## src/core/udac_pkg.sv

```systemverilog
// Notes on behaviour
// RULE_01: D+ high with D- low is J; D+ low with D- high is K.
// RULE_02: Both lines low decode as SE0, both lines high as SE1.
// RULE_03: An undriven bus held by pull-up and host pull-downs reads as J.
// RULE_04: Data pins and pull-up stay off unless supply valid and enable set.
// RULE_05: Transceiver power follows the enable setting directly.
// RULE_06: Software should enable only after the supply has been detected.
// RULE_07: Software connects pull-up after power-ready and ready-cause events.
// RULE_08: On supply loss, software waits for transfer completions before disable.
// RULE_09: Enable reads back set until shutdown has fully finished.
// RULE_10: A software pull-up setting connects or disconnects D+ pull-up.
// RULE_11: Traffic and its events are handled only while pull-up is connected.
// RULE_12: No bus-reset event while the pull-up is disconnected.
// RULE_13: Pull-up is disconnected after every chip reset.
// RULE_14: Software connects the pull-up only after enabling the controller.
// RULE_15: Pull-up strength follows bus activity in hardware only.
// RULE_16: Full speed only; high-speed negotiation is ignored.
// RULE_17: Line-force task drives D+/D- to the selected state while the pins are active.
// RULE_18: Line-release task stops forcing and returns to normal operation.
// RULE_19: One control, seven bulk/interrupt and one iso endpoint per direction.
// RULE_20: Bulk buffers are 64 bytes, iso buffers at most 1023 bytes.
// RULE_21: Both iso endpoints are double buffered.
// RULE_22: Separate supply-detected and supply-removed events.
// RULE_23: SE0 longer than the detect time is a bus reset with event.
// RULE_24: After pull-up connect, ignore traffic until a bus reset is seen.
// RULE_25: Force value is captured when the line-force task fires.
package udac_pkg;
  // Clock and timing
  localparam int unsigned CLK_PERIOD_NS = 40;
  localparam int unsigned DETRST_NS     = 2500;
  localparam int unsigned DETRST_CYC    =
    (DETRST_NS + CLK_PERIOD_NS - 1) / CLK_PERIOD_NS;
  localparam int unsigned PHY_RDY_NS    = 2000;
  localparam int unsigned PHY_RDY_CYC   =
    (PHY_RDY_NS + CLK_PERIOD_NS - 1) / CLK_PERIOD_NS;
  localparam int unsigned PHY_OFF_NS    = 1000;
  localparam int unsigned PHY_OFF_CYC   =
    (PHY_OFF_NS + CLK_PERIOD_NS - 1) / CLK_PERIOD_NS;
  localparam int unsigned DRIVEK_NS     = 1000000;
  localparam int unsigned DRIVEK_CYC    = DRIVEK_NS / CLK_PERIOD_NS;

  // Register byte offsets
  localparam logic [7:0] REG_ENABLE  = 8'h00;
  localparam logic [7:0] REG_PULLUP  = 8'h04;
  localparam logic [7:0] REG_FORCE   = 8'h08;
  localparam logic [7:0] REG_TASKS   = 8'h0C;
  localparam logic [7:0] REG_EVENTS  = 8'h10;
  localparam logic [7:0] REG_CAUSE   = 8'h14;
  localparam logic [7:0] REG_STATUS  = 8'h18;
  localparam logic [7:0] REG_CAPS    = 8'h1C;

  // Task bits, event bits, cause bits
  localparam int unsigned TASK_FORCE   = 0;
  localparam int unsigned TASK_RELEASE = 1;
  localparam int unsigned EV_DETECTED  = 0;
  localparam int unsigned EV_REMOVED   = 1;
  localparam int unsigned EV_PWR_READY = 2;
  localparam int unsigned EV_GENERAL   = 3;
  localparam int unsigned EV_BUS_RESET = 4;
  localparam int unsigned EV_W         = 5;
  localparam int unsigned CAUSE_READY  = 0;

  // Line-force values
  localparam logic [1:0] FORCE_RESUME = 2'h0;
  localparam logic [1:0] FORCE_J      = 2'h1;
  localparam logic [1:0] FORCE_K      = 2'h2;

  // Reset values
  localparam logic       PULLUP_RST = 1'h0;
  localparam logic [1:0] FORCE_RST  = 2'h0;

  // Endpoint resources, read back as a capability word
  localparam logic [3:0] EP_CTRL_PER_DIR = 4'h1;
  localparam logic [3:0] EP_BULK_PER_DIR = 4'h7;
  localparam logic [3:0] EP_ISO_PER_DIR  = 4'h1;
  localparam logic [6:0] BULK_BUF_BYTES  = 7'h40;
  localparam logic [9:0] ISO_BUF_MAX     = 10'h3FF;
  localparam logic       ISO_DOUBLE_BUF  = 1'h1;
  localparam logic       FULL_SPEED_ONLY = 1'h1;

  // AXI responses
  localparam logic [1:0] RESP_OKAY   = 2'h0;
  localparam logic [1:0] RESP_SLVERR = 2'h2;

  // Decoded bus condition, value order is the status encoding
  typedef enum logic [1:0] {BUS_SE0, BUS_J, BUS_K, BUS_SE1} udac_bus_e;

  // Transceiver power sequence
  typedef enum logic [1:0] {PWR_OFF, PWR_UP, PWR_ON, PWR_DOWN} udac_pwr_e;
endpackage : udac_pkg

```

## src/core/udac_line_if.sv

```systemverilog
`timescale 1ns/10ps
// Line levels in, decoded bus condition out
interface udac_line_if;
  logic                 dp;
  logic                 dm;
  logic                 pullup_on;
  udac_pkg::udac_bus_e  state;
  logic                 bus_reset;
  logic                 active;
  modport mon  (input dp, dm, pullup_on, output state, bus_reset, active);
  modport core (output dp, dm, pullup_on, input state, bus_reset, active);
endinterface : udac_line_if

```

## src/core/udac_line_mon.sv

```systemverilog
`timescale 1ns/10ps
module udac_line_mon (
  input wire logic  aclk,    // System clock
  input wire logic  aresetn, // Synchronous reset, low
  udac_line_if.mon  ln       // Line levels and decoded state
);
  logic [7:0]          se0_cnt;
  udac_pkg::udac_bus_e next_state;

  // Decode line pair; idle bus held by pull-up arrives here as J
  assign next_state = ( ln.dp && !ln.dm) ? udac_pkg::BUS_J :   // RULE_01
                      (!ln.dp &&  ln.dm) ? udac_pkg::BUS_K :   // RULE_01
                      (!ln.dp && !ln.dm) ? udac_pkg::BUS_SE0 : // RULE_02
                                           udac_pkg::BUS_SE1;  // RULE_02

  // Registered state and activity
  always_ff @(posedge aclk)
  begin
    if (!aresetn)
    begin
      ln.state  <= udac_pkg::BUS_J; // RULE_03
      ln.active <= 1'b0;
    end
    else
    begin
      ln.state  <= next_state;
      ln.active <= next_state != udac_pkg::BUS_J;
    end
  end

  // SE0 duration counter, held at zero while detached
  always_ff @(posedge aclk)
  begin
    if (!aresetn || !ln.pullup_on || ln.state != udac_pkg::BUS_SE0)
      se0_cnt <= 8'h00;
    else if (se0_cnt != 8'(udac_pkg::DETRST_CYC))
      se0_cnt <= se0_cnt + 8'h01;
  end

  // One pulse per long SE0, only with pull-up connected
  always_ff @(posedge aclk)
  begin
    if (!aresetn)
      ln.bus_reset <= 1'b0;
    else
      ln.bus_reset <= ln.pullup_on && ln.state == udac_pkg::BUS_SE0 &&
                      se0_cnt == 8'(udac_pkg::DETRST_CYC - 1); // RULE_23
  end

  a_reset_detached: assert property (@(posedge aclk) disable iff (!aresetn) // RULE_12
    !ln.pullup_on |=> !ln.bus_reset)
    else $error("bus reset raised while detached");
  a_reset_after_se0: assert property (@(posedge aclk) disable iff (!aresetn) // RULE_23
    ln.bus_reset |-> $past(ln.state == udac_pkg::BUS_SE0, 2))
    else $error("bus reset without long SE0");
endmodule : udac_line_mon

```

## src/core/udac_top.sv

```systemverilog
`timescale 1ns/10ps
module udac_top #(
  parameter int unsigned DRIVEK_CYC = udac_pkg::DRIVEK_CYC // Resume length
) (
  input  wire logic        aclk,          // 25 MHz clock
  input  wire logic        aresetn,       // Synchronous reset, low
  input  wire logic [7:0]  s_axi_awaddr,  // Write address
  input  wire logic        s_axi_awvalid, // Write address valid
  output var  logic        s_axi_awready, // Write address ready
  input  wire logic [31:0] s_axi_wdata,   // Write data
  input  wire logic [3:0]  s_axi_wstrb,   // Write strobes
  input  wire logic        s_axi_wvalid,  // Write data valid
  output var  logic        s_axi_wready,  // Write data ready
  output var  logic [1:0]  s_axi_bresp,   // Write response
  output var  logic        s_axi_bvalid,  // Write response valid
  input  wire logic        s_axi_bready,  // Write response ready
  input  wire logic [7:0]  s_axi_araddr,  // Read address
  input  wire logic        s_axi_arvalid, // Read address valid
  output var  logic        s_axi_arready, // Read address ready
  output var  logic [31:0] s_axi_rdata,   // Read data
  output var  logic [1:0]  s_axi_rresp,   // Read response
  output var  logic        s_axi_rvalid,  // Read data valid
  input  wire logic        s_axi_rready,  // Read data ready
  input  wire logic        vbus_valid,    // Bus supply in range
  input  wire logic        dp_in,         // D+ level
  input  wire logic        dm_in,         // D- level
  output var  logic        dp_out,        // D+ forced level
  output var  logic        dp_oe,         // D+ driven
  output var  logic        dm_out,        // D- forced level
  output var  logic        dm_oe,         // D- driven
  output var  logic        pullup_en,     // D+ pull-up connected
  output var  logic        pullup_strong, // Pull-up in active strength
  output var  logic        phy_power_en,  // Transceiver supply on
  output var  logic        traffic_en     // Protocol engine may answer
);
  udac_line_if ln ();

  udac_pkg::udac_pwr_e pwr_state;
  udac_pkg::udac_pwr_e next_pwr;
  logic [7:0]  pcnt;
  logic [15:0] kcnt;
  logic        en_set;
  logic        pullup_reg;
  logic [1:0]  force_val_reg;
  logic [1:0]  forced_val;
  logic        forcing;
  logic        vbus_q;
  logic [udac_pkg::EV_W-1:0] events;
  logic        cause_ready;
  logic        aw_hold;
  logic        w_hold;
  logic [7:0]  aw_addr_q;
  logic [31:0] w_data_q;
  logic        w_strb0_q;

  // Address check shared by both channels
  function automatic logic reg_known(input logic [7:0] a);
    reg_known = a == udac_pkg::REG_ENABLE || a == udac_pkg::REG_PULLUP ||
                a == udac_pkg::REG_FORCE  || a == udac_pkg::REG_TASKS  ||
                a == udac_pkg::REG_EVENTS || a == udac_pkg::REG_CAUSE  ||
                a == udac_pkg::REG_STATUS || a == udac_pkg::REG_CAPS;
  endfunction : reg_known

  // Line levels {dp, dm} for a forced value; resume drives K
  function automatic logic [1:0] force_levels(input logic [1:0] v);
    force_levels = (v == udac_pkg::FORCE_J) ? 2'h2 : 2'h1;
  endfunction : force_levels

  // Line monitor
  assign ln.dp        = dp_in;
  assign ln.dm        = dm_in;
  assign ln.pullup_on = pullup_en;

  udac_line_mon u_mon (
    .aclk    (aclk),
    .aresetn (aresetn),
    .ln      (ln.mon)
  );

  // Write channel handshake
  logic        aw_take;
  logic        w_take;
  logic        wr_go;
  logic        next_aw_hold;
  logic        next_w_hold;
  logic        next_bvalid;
  logic [7:0]  wr_addr;
  logic [31:0] wr_data;
  logic        wr_en;

  assign aw_take      = s_axi_awvalid && s_axi_awready;
  assign w_take       = s_axi_wvalid && s_axi_wready;
  assign wr_go        = (aw_hold || aw_take) && (w_hold || w_take) &&
                        !s_axi_bvalid;
  assign next_aw_hold = (aw_hold || aw_take) && !wr_go;
  assign next_w_hold  = (w_hold || w_take) && !wr_go;
  assign next_bvalid  = wr_go || (s_axi_bvalid && !s_axi_bready);
  assign wr_addr      = aw_hold ? aw_addr_q : s_axi_awaddr;
  assign wr_data      = w_hold ? w_data_q : s_axi_wdata;
  assign wr_en        = wr_go && (w_hold ? w_strb0_q : s_axi_wstrb[0]);

  always_ff @(posedge aclk)
  begin
    if (!aresetn)
    begin
      aw_hold       <= 1'b0;
      w_hold        <= 1'b0;
      aw_addr_q     <= 8'h00;
      w_data_q      <= 32'h0000_0000;
      w_strb0_q     <= 1'b0;
      s_axi_awready <= 1'b0;
      s_axi_wready  <= 1'b0;
      s_axi_bvalid  <= 1'b0;
      s_axi_bresp   <= udac_pkg::RESP_OKAY;
    end
    else
    begin
      aw_hold       <= next_aw_hold;
      w_hold        <= next_w_hold;
      if (aw_take)
        aw_addr_q   <= s_axi_awaddr;
      if (w_take)
      begin
        w_data_q    <= s_axi_wdata;
        w_strb0_q   <= s_axi_wstrb[0];
      end
      s_axi_awready <= !next_aw_hold && !next_bvalid;
      s_axi_wready  <= !next_w_hold && !next_bvalid;
      s_axi_bvalid  <= next_bvalid;
      if (wr_go)
        s_axi_bresp <= reg_known(wr_addr) ? udac_pkg::RESP_OKAY
                                          : udac_pkg::RESP_SLVERR;
    end
  end

  // Write decode
  logic wr_enable;
  logic wr_pullup;
  logic wr_force;
  logic wr_events;
  logic wr_cause;
  logic task_force;
  logic task_release;

  assign wr_enable    = wr_en && wr_addr == udac_pkg::REG_ENABLE;
  assign wr_pullup    = wr_en && wr_addr == udac_pkg::REG_PULLUP;
  assign wr_force     = wr_en && wr_addr == udac_pkg::REG_FORCE;
  assign wr_events    = wr_en && wr_addr == udac_pkg::REG_EVENTS;
  assign wr_cause     = wr_en && wr_addr == udac_pkg::REG_CAUSE;
  assign task_force   = wr_en && wr_addr == udac_pkg::REG_TASKS &&
                        wr_data[udac_pkg::TASK_FORCE];
  assign task_release = wr_en && wr_addr == udac_pkg::REG_TASKS &&
                        wr_data[udac_pkg::TASK_RELEASE];

  // Control settings
  always_ff @(posedge aclk)
  begin
    if (!aresetn)
    begin
      en_set        <= 1'b0;
      pullup_reg    <= udac_pkg::PULLUP_RST; // RULE_13
      force_val_reg <= udac_pkg::FORCE_RST;
    end
    else
    begin
      if (wr_enable)
        en_set        <= wr_data[0];
      if (wr_pullup)
        pullup_reg    <= wr_data[0]; // RULE_10
      if (wr_force)
        force_val_reg <= wr_data[1:0];
    end
  end

  // Transceiver power sequence
  logic pcnt_done;
  logic pwr_ready_pulse;
  logic pins_active;

  assign pcnt_done = (pwr_state == udac_pkg::PWR_UP &&
                      pcnt == 8'(udac_pkg::PHY_RDY_CYC - 1)) ||
                     (pwr_state == udac_pkg::PWR_DOWN &&
                      pcnt == 8'(udac_pkg::PHY_OFF_CYC - 1));
  assign pwr_ready_pulse = pwr_state == udac_pkg::PWR_UP && pcnt_done &&
                           en_set;
  assign pins_active = vbus_valid && en_set &&
                       pwr_state == udac_pkg::PWR_ON; // RULE_04

  always_comb
  begin
    next_pwr = pwr_state;
    unique case (pwr_state)
      udac_pkg::PWR_OFF:
        if (en_set)
          next_pwr = udac_pkg::PWR_UP;
      udac_pkg::PWR_UP:
        if (!en_set)
          next_pwr = udac_pkg::PWR_DOWN;
        else if (pcnt_done)
          next_pwr = udac_pkg::PWR_ON;
      udac_pkg::PWR_ON:
        if (!en_set)
          next_pwr = udac_pkg::PWR_DOWN;
      udac_pkg::PWR_DOWN:
        if (pcnt_done)
          next_pwr = udac_pkg::PWR_OFF;
    endcase
  end

  always_ff @(posedge aclk)
  begin
    if (!aresetn)
    begin
      pwr_state <= udac_pkg::PWR_OFF;
      pcnt      <= 8'h00;
    end
    else
    begin
      pwr_state <= next_pwr;
      pcnt      <= (next_pwr != pwr_state) ? 8'h00 : pcnt + 8'h01;
    end
  end

  // Line force and release; value captured at the task
  logic       resume_done;
  logic [1:0] force_lv;

  assign force_lv    = force_levels(forced_val);

  assign resume_done = forced_val == udac_pkg::FORCE_RESUME &&
                       kcnt == 16'(DRIVEK_CYC - 1);

  always_ff @(posedge aclk)
  begin
    if (!aresetn)
    begin
      forcing    <= 1'b0;
      forced_val <= udac_pkg::FORCE_RST;
      kcnt       <= 16'h0000;
    end
    else if (task_release)
      forcing    <= 1'b0; // RULE_18
    else if (task_force)
    begin
      forcing    <= 1'b1;          // RULE_17
      forced_val <= force_val_reg; // RULE_25
      kcnt       <= 16'h0000;
    end
    else if (forcing)
    begin
      kcnt       <= kcnt + 16'h0001;
      if (resume_done)
        forcing  <= 1'b0;
    end
  end

  // Pin, pull-up and power outputs
  always_ff @(posedge aclk)
  begin
    if (!aresetn)
    begin
      dp_oe         <= 1'b0;
      dm_oe         <= 1'b0;
      dp_out        <= 1'b0;
      dm_out        <= 1'b0;
      pullup_en     <= 1'b0;
      pullup_strong <= 1'b0;
      phy_power_en  <= 1'b0;
    end
    else
    begin
      dp_oe         <= forcing && pins_active; // RULE_04
      dm_oe         <= forcing && pins_active;
      dp_out        <= force_lv[1];
      dm_out        <= force_lv[0];
      pullup_en     <= pullup_reg && pins_active;              // RULE_10
      pullup_strong <= pullup_reg && pins_active && ln.active; // RULE_15
      phy_power_en  <= en_set;                                 // RULE_05
    end
  end

  // Traffic gate: open at bus reset, closed when detached
  always_ff @(posedge aclk)
  begin
    if (!aresetn)
      traffic_en <= 1'b0;
    else if (!pullup_en)
      traffic_en <= 1'b0;        // RULE_11
    else if (ln.bus_reset)
      traffic_en <= 1'b1;        // RULE_24
  end

  // Sticky events, set wins over write-one-to-clear
  logic [udac_pkg::EV_W-1:0] ev_set;
  logic [udac_pkg::EV_W-1:0] ev_clr;

  assign ev_set[udac_pkg::EV_DETECTED]  = vbus_valid && !vbus_q;  // RULE_22
  assign ev_set[udac_pkg::EV_REMOVED]   = !vbus_valid && vbus_q;  // RULE_22
  assign ev_set[udac_pkg::EV_PWR_READY] = pwr_ready_pulse;
  assign ev_set[udac_pkg::EV_GENERAL]   = pwr_ready_pulse;
  assign ev_set[udac_pkg::EV_BUS_RESET] = ln.bus_reset;           // RULE_12
  assign ev_clr = wr_events ? wr_data[udac_pkg::EV_W-1:0]
                            : {udac_pkg::EV_W{1'b0}};

  always_ff @(posedge aclk)
  begin
    if (!aresetn)
    begin
      vbus_q      <= 1'b0;
      events      <= {udac_pkg::EV_W{1'b0}};
      cause_ready <= 1'b0;
    end
    else
    begin
      vbus_q      <= vbus_valid;
      events      <= (events & ~ev_clr) | ev_set;
      cause_ready <= (cause_ready &&
                      !(wr_cause && wr_data[udac_pkg::CAUSE_READY])) ||
                     pwr_ready_pulse;
    end
  end

  // Read mux; no chirp logic exists, speed fixed at full
  logic        enable_rd;
  logic [31:0] status_word;
  logic [31:0] caps_word;
  logic [31:0] rd_word;
  logic        ar_take;
  logic        next_rvalid;

  assign enable_rd   = en_set || pwr_state != udac_pkg::PWR_OFF; // RULE_09
  assign status_word = {25'h0, traffic_en, forcing, pullup_en,
                        pwr_state == udac_pkg::PWR_ON, vbus_valid, ln.state};
  assign caps_word   = {1'b0, udac_pkg::FULL_SPEED_ONLY,         // RULE_16
                        udac_pkg::ISO_DOUBLE_BUF,                // RULE_21
                        udac_pkg::ISO_BUF_MAX,                   // RULE_20
                        udac_pkg::BULK_BUF_BYTES,                // RULE_20
                        udac_pkg::EP_ISO_PER_DIR,                // RULE_19
                        udac_pkg::EP_CTRL_PER_DIR,               // RULE_19
                        udac_pkg::EP_BULK_PER_DIR};              // RULE_19
  assign rd_word =
    (s_axi_araddr == udac_pkg::REG_ENABLE) ? {31'h0, enable_rd} :
    (s_axi_araddr == udac_pkg::REG_PULLUP) ? {31'h0, pullup_reg} :
    (s_axi_araddr == udac_pkg::REG_FORCE)  ? {30'h0, force_val_reg} :
    (s_axi_araddr == udac_pkg::REG_EVENTS) ? {27'h0, events} :
    (s_axi_araddr == udac_pkg::REG_CAUSE)  ? {31'h0, cause_ready} :
    (s_axi_araddr == udac_pkg::REG_STATUS) ? status_word :
    (s_axi_araddr == udac_pkg::REG_CAPS)   ? caps_word : 32'h0000_0000;
  assign ar_take     = s_axi_arvalid && s_axi_arready;
  assign next_rvalid = ar_take || (s_axi_rvalid && !s_axi_rready);

  always_ff @(posedge aclk)
  begin
    if (!aresetn)
    begin
      s_axi_arready <= 1'b0;
      s_axi_rvalid  <= 1'b0;
      s_axi_rdata   <= 32'h0000_0000;
      s_axi_rresp   <= udac_pkg::RESP_OKAY;
    end
    else
    begin
      s_axi_arready <= !next_rvalid;
      s_axi_rvalid  <= next_rvalid;
      if (ar_take)
      begin
        s_axi_rdata <= rd_word;
        s_axi_rresp <= reg_known(s_axi_araddr) ? udac_pkg::RESP_OKAY
                                               : udac_pkg::RESP_SLVERR;
      end
    end
  end

  a_pins_need_vbus: assert property (@(posedge aclk) disable iff (!aresetn) // RULE_04
    !vbus_valid |=> !dp_oe && !dm_oe && !pullup_en)
    else $error("pins active without supply");
  a_phy_follows_en: assert property (@(posedge aclk) disable iff (!aresetn) // RULE_05
    $fell(en_set) |=> !phy_power_en)
    else $error("phy power not following enable");
  a_enable_readback: assert property (@(posedge aclk) disable iff (!aresetn) // RULE_09
    ar_take && s_axi_araddr == udac_pkg::REG_ENABLE &&
      pwr_state == udac_pkg::PWR_DOWN |=> s_axi_rdata[0])
    else $error("enable read low before shutdown done");
  a_pullup_at_reset: assert property (@(posedge aclk) // RULE_13
    $rose(aresetn) |-> !pullup_en && !pullup_reg)
    else $error("pullup connected after reset");
  a_force_capture: assert property (@(posedge aclk) disable iff (!aresetn) // RULE_25
    task_force && !task_release |=>
      forcing && forced_val == $past(force_val_reg))
    else $error("force value not captured");
  a_release_stops: assert property (@(posedge aclk) disable iff (!aresetn) // RULE_18
    task_release |=> !forcing ##1 !dp_oe && !dm_oe)
    else $error("release did not stop forcing");
  a_traffic_gate: assert property (@(posedge aclk) disable iff (!aresetn) // RULE_24
    $rose(traffic_en) |-> $past(ln.bus_reset) && $past(pullup_en))
    else $error("traffic enabled without bus reset");
  a_traffic_detach: assert property (@(posedge aclk) disable iff (!aresetn) // RULE_11
    !pullup_en |=> !traffic_en)
    else $error("traffic enabled while detached");
  a_supply_events: assert property (@(posedge aclk) disable iff (!aresetn) // RULE_22
    vbus_valid && !vbus_q |=> events[udac_pkg::EV_DETECTED])
    else $error("supply detect event missed");
endmodule : udac_top

```

## config.mk

```make
export PLATFORM = sky130hd
export DESIGN_NAME = udac_top
export DESIGN_NICKNAME = d
export VERILOG_FILES = /design/src/core/udac_pkg.sv /design/src/core/udac_line_if.sv /design/src/core/udac_line_mon.sv /design/src/core/udac_top.sv
export SDC_FILE = /design/constraint.sdc
export NUM_CORES = 1
export LEC_CHECK = 0
export BUFFER_PORTS_ARGS = -buffer_cell sky130_fd_sc_hd__buf_2
export CAP_MARGIN = 20
export CORE_MARGIN = 3
export CORE_UTILIZATION = 48
export DETAILED_ROUTE_END_ITERATION = 12
export PLACE_DENSITY = 0.76
export SLEW_MARGIN = 5
export SYNTH_ARGS = -nofsm -noshare
export SYNTH_HDL_FRONTEND = slang
export SYNTH_HIERARCHICAL = 1
export SYNTH_SLANG_ARGS = --single-unit
```

## constraint.sdc

```tcl
create_clock -name aclk -period 2.1 [get_ports aclk]
set_input_delay 0.105 -clock aclk [delete_from_list [all_inputs] [get_ports aclk]]
set_output_delay 0.105 -clock aclk [all_outputs]
set_load 0.05 [all_outputs]
```

==> results.toml <==
[outcome]
outcome = "complete, but fails checks"
violations = "setup timing"

[global_route]
grt_pass1_vias = 3764
track_usage_pct = 20.37
antenna_found_initial = 0
gr-total-overflow = 0
grt_pass1_wl_um = 16810
grt_max_degree = 31

[route]
antenna_left = 0
num_vias = 4069
avgViaCountPerCell = 5.715
firstDrtPassIters = 5
wire_per_inst_um = 15.32
wirelength_um = 10910
post-route-drc-count = 0
drtIter0Drc = 184

[logic_synthesis]
synth_edf_count = 0
synthArstFlopShare_pct = 0
netlist_instances = 512
synth_flop_cell = "dfxtp_1"
yosys_warnings = 6
ys_seq_elements = 90
ys_types = 57
synth_area_per_cell_um2 = 8.426
yosysSeqAreaShare_pct = 41.76
synth.cell_area_um2 = 4314

[setup_path]
end_kind = "flip-flop"
crit_required_ns = 2.41
path_class = "reg -> reg"
arrival_ns = 2.59
worstPathMaxFanout = 14
start_kind = "flip-flop"

[final_layout]
multi_input_area_um2 = 2313
drive_above_1_share_pct = 26.19
layout.nets = 670
regArea_um2 = 1809
layout_common_cells = "dfxtp_1, buf_2, nand2_1, a21oi_1, nor2_1"
largest_register = "kcnt"
area_delta_synth_final_pct = 23.40
fillers = 706
antennaDiodeCount = 0
largest_reg_flops = 16
final_common_cell = "dfxtp_1"

[placed_design]
gp_congestion = 0.8572
hpwl_um = 7247
pre_cts_ws_ns = -0.2536
port_buffers = 67

[clock_network]
cts_tree = "built"
htreeDepth = 3
clock_latency_ns = 0.37
path_clk_slew_ns = 0.09
cts_buffer_depth = 2
clock_sink_count = 90
cts_buffers = 9
clockRootBuffer = "clkbuf_8"

[floorplanning]
die_area_um2 = 10160
core_area_um2 = 8464
rows = 33
start_util_pct = 50.97
boundaryPins = 111
dieHeight_um = 100.8
die_w_um = 100.8

[hold_path]
hold_path.class = "in -> reg"

[power]
p_sw_share_pct = 29.50
powerDensity_nw_per_um2 = 644.3
p_leak_nw = 2.122
p_comb_share_pct = 13.6
seq_power_share_pct = 52.4
p_clk_share_pct = 34.0
power_switching_mw = 1.012
finalPower_mw = 3.430
vdd_drop_max_uv = 480.8
internal_power_mw = 2.418

[sta]
tightestPinTransition_ns = 0.5179
hold_viol_final = 0
rsz0062_at_grt = "true"
setup_viol = 16
clock_skew_ns = 0.01186
slew-limit-headroom_pct = 65.26
fmax_mhz = 439.2
holdWs_ns = 0.01251
post-route-period-util_pct = 108.4
slew_violations = 0
worst_slack_ns = -0.1770
post-route-min-period_ns = 2.277

[flow_run]
drv_cap = 0
==> final timing paths <==
kind | start | endpoint | slack (ns) | cells after the start
worst min register to register | u_mon/ln.bus_reset | events[4] | 0.46 | 2
worst max register to register | aw_addr_q[7] | kcnt[7] | -0.18 | 6
worst min-delay path | s_axi_awaddr[2] | aw_addr_q[2] | 0.01 | 3
worst max-delay path | aw_addr_q[7] | kcnt[7] | -0.18 | 6
==> cell usage after synthesis, types with 4 or more instances <==
cell type	count	share of area [%]
nor2_1	34	3.0
a211oi_1	5	0.87
a21oi_1	49	5.7
mux2_2	5	1.3
dfxtp_1	90	42
nand2b_1	5	0.73
o21a_1	4	0.70
or3_1	6	0.87
o31ai_1	12	2.1
nand4_1	12	1.7
ha_1	6	1.7
nor3_1	13	1.5
o21ai_0	16	1.9
nand4b_1	4	0.81
xnor2_1	4	0.81
inv_1	15	1.3
and2_1	5	0.73
and3_1	5	0.73
or4_1	11	1.9
o211ai_1	4	0.70
nand3_1	33	3.8
nor4_1	7	1.0
clkbuf_1	16	1.4
nor2b_1	4	0.58
mux2i_1	14	3.2
nand2_1	50	4.4
a21o_1	4	0.70
buf_4	27	4.7
buf_2	5	0.58
a31oi_1	6	0.87
==> logic make-up after synthesis <==
family / after synthesis / share of synthesized area, %
muxes: 19 / 4.553
xor gates and xnor gates: 7 / 1.421
other: 1 / 0.08692
DFF: 90 / 41.76
adders and majority gates: 6 / 1.740
AOI/OAI and AO/OA: 116 / 16.59
and+or+nand+nor: 207 / 25.61
buffers and inverters: 66 / 8.236
==> power groups by stage <==
stage	Sequential (mW)	Combinational, mW	Clock (mW)
6_report	1.80	0.465	1.17
5_1_grt	1.81	0.505	1.26
4_1_cts	1.80	0.449	1.18
3_5_place_dp	1.84	0.428	0
3_3_place_gp	1.83	0.417	0
2_1_floorplan	1.87	0.268	0
==> metrics by stage <==
stage	cells	cell area (µm²)	utilization, %	setup TNS, ns
3_3_place_gp	676	4782	56.50	-1.965
2_1_floorplan	524	4378	-	-0.3339
4_1_cts	705	5126	60.56	-1.637
3_5_place_dp	676	4782	56.50	-3.056
5_1_grt	712	5324	62.90	-3.989
6_report	712	5324	62.90	-2.092
==> worst max-delay path, cell delays in order (launching register included) <==
cell and delay (ns):
dfxtp_2 0.33, or4b_4 0.54, a211o_1 0.32, o31a_1 0.30, buf_6 0.17, or4_1 0.44, a21oi_2 0.13
==> layer usage <==
metal	share of wire, %	GRT usage, %	vias to the layer above
met4	2.0	7.047	0
met3	6.3	5.398	26
met5	0	0	-
li1	-	-	1994
met1	41	25.40	1918
met2	50	33.92	131
==> final cells by class <==
type                       count  area share (%)
clock buffer                  10           2.585
sequential                    90           33.98
inverter                      16           1.128
multi-input combinational    368           43.45
timing repair buffer         117           15.37
tap                          105           2.468
clock inverter                 6           1.011
==> repair_timing <==
item	CTS	global route
hold buffers	10	0
hold endpoints to repair	11	0
pin swaps	0	10
setup endpoints to repair	21	22
cloned	0	3
gates resized for setup	7	29
setup buffers	3	4
Power figures use the tool's default switching activity.
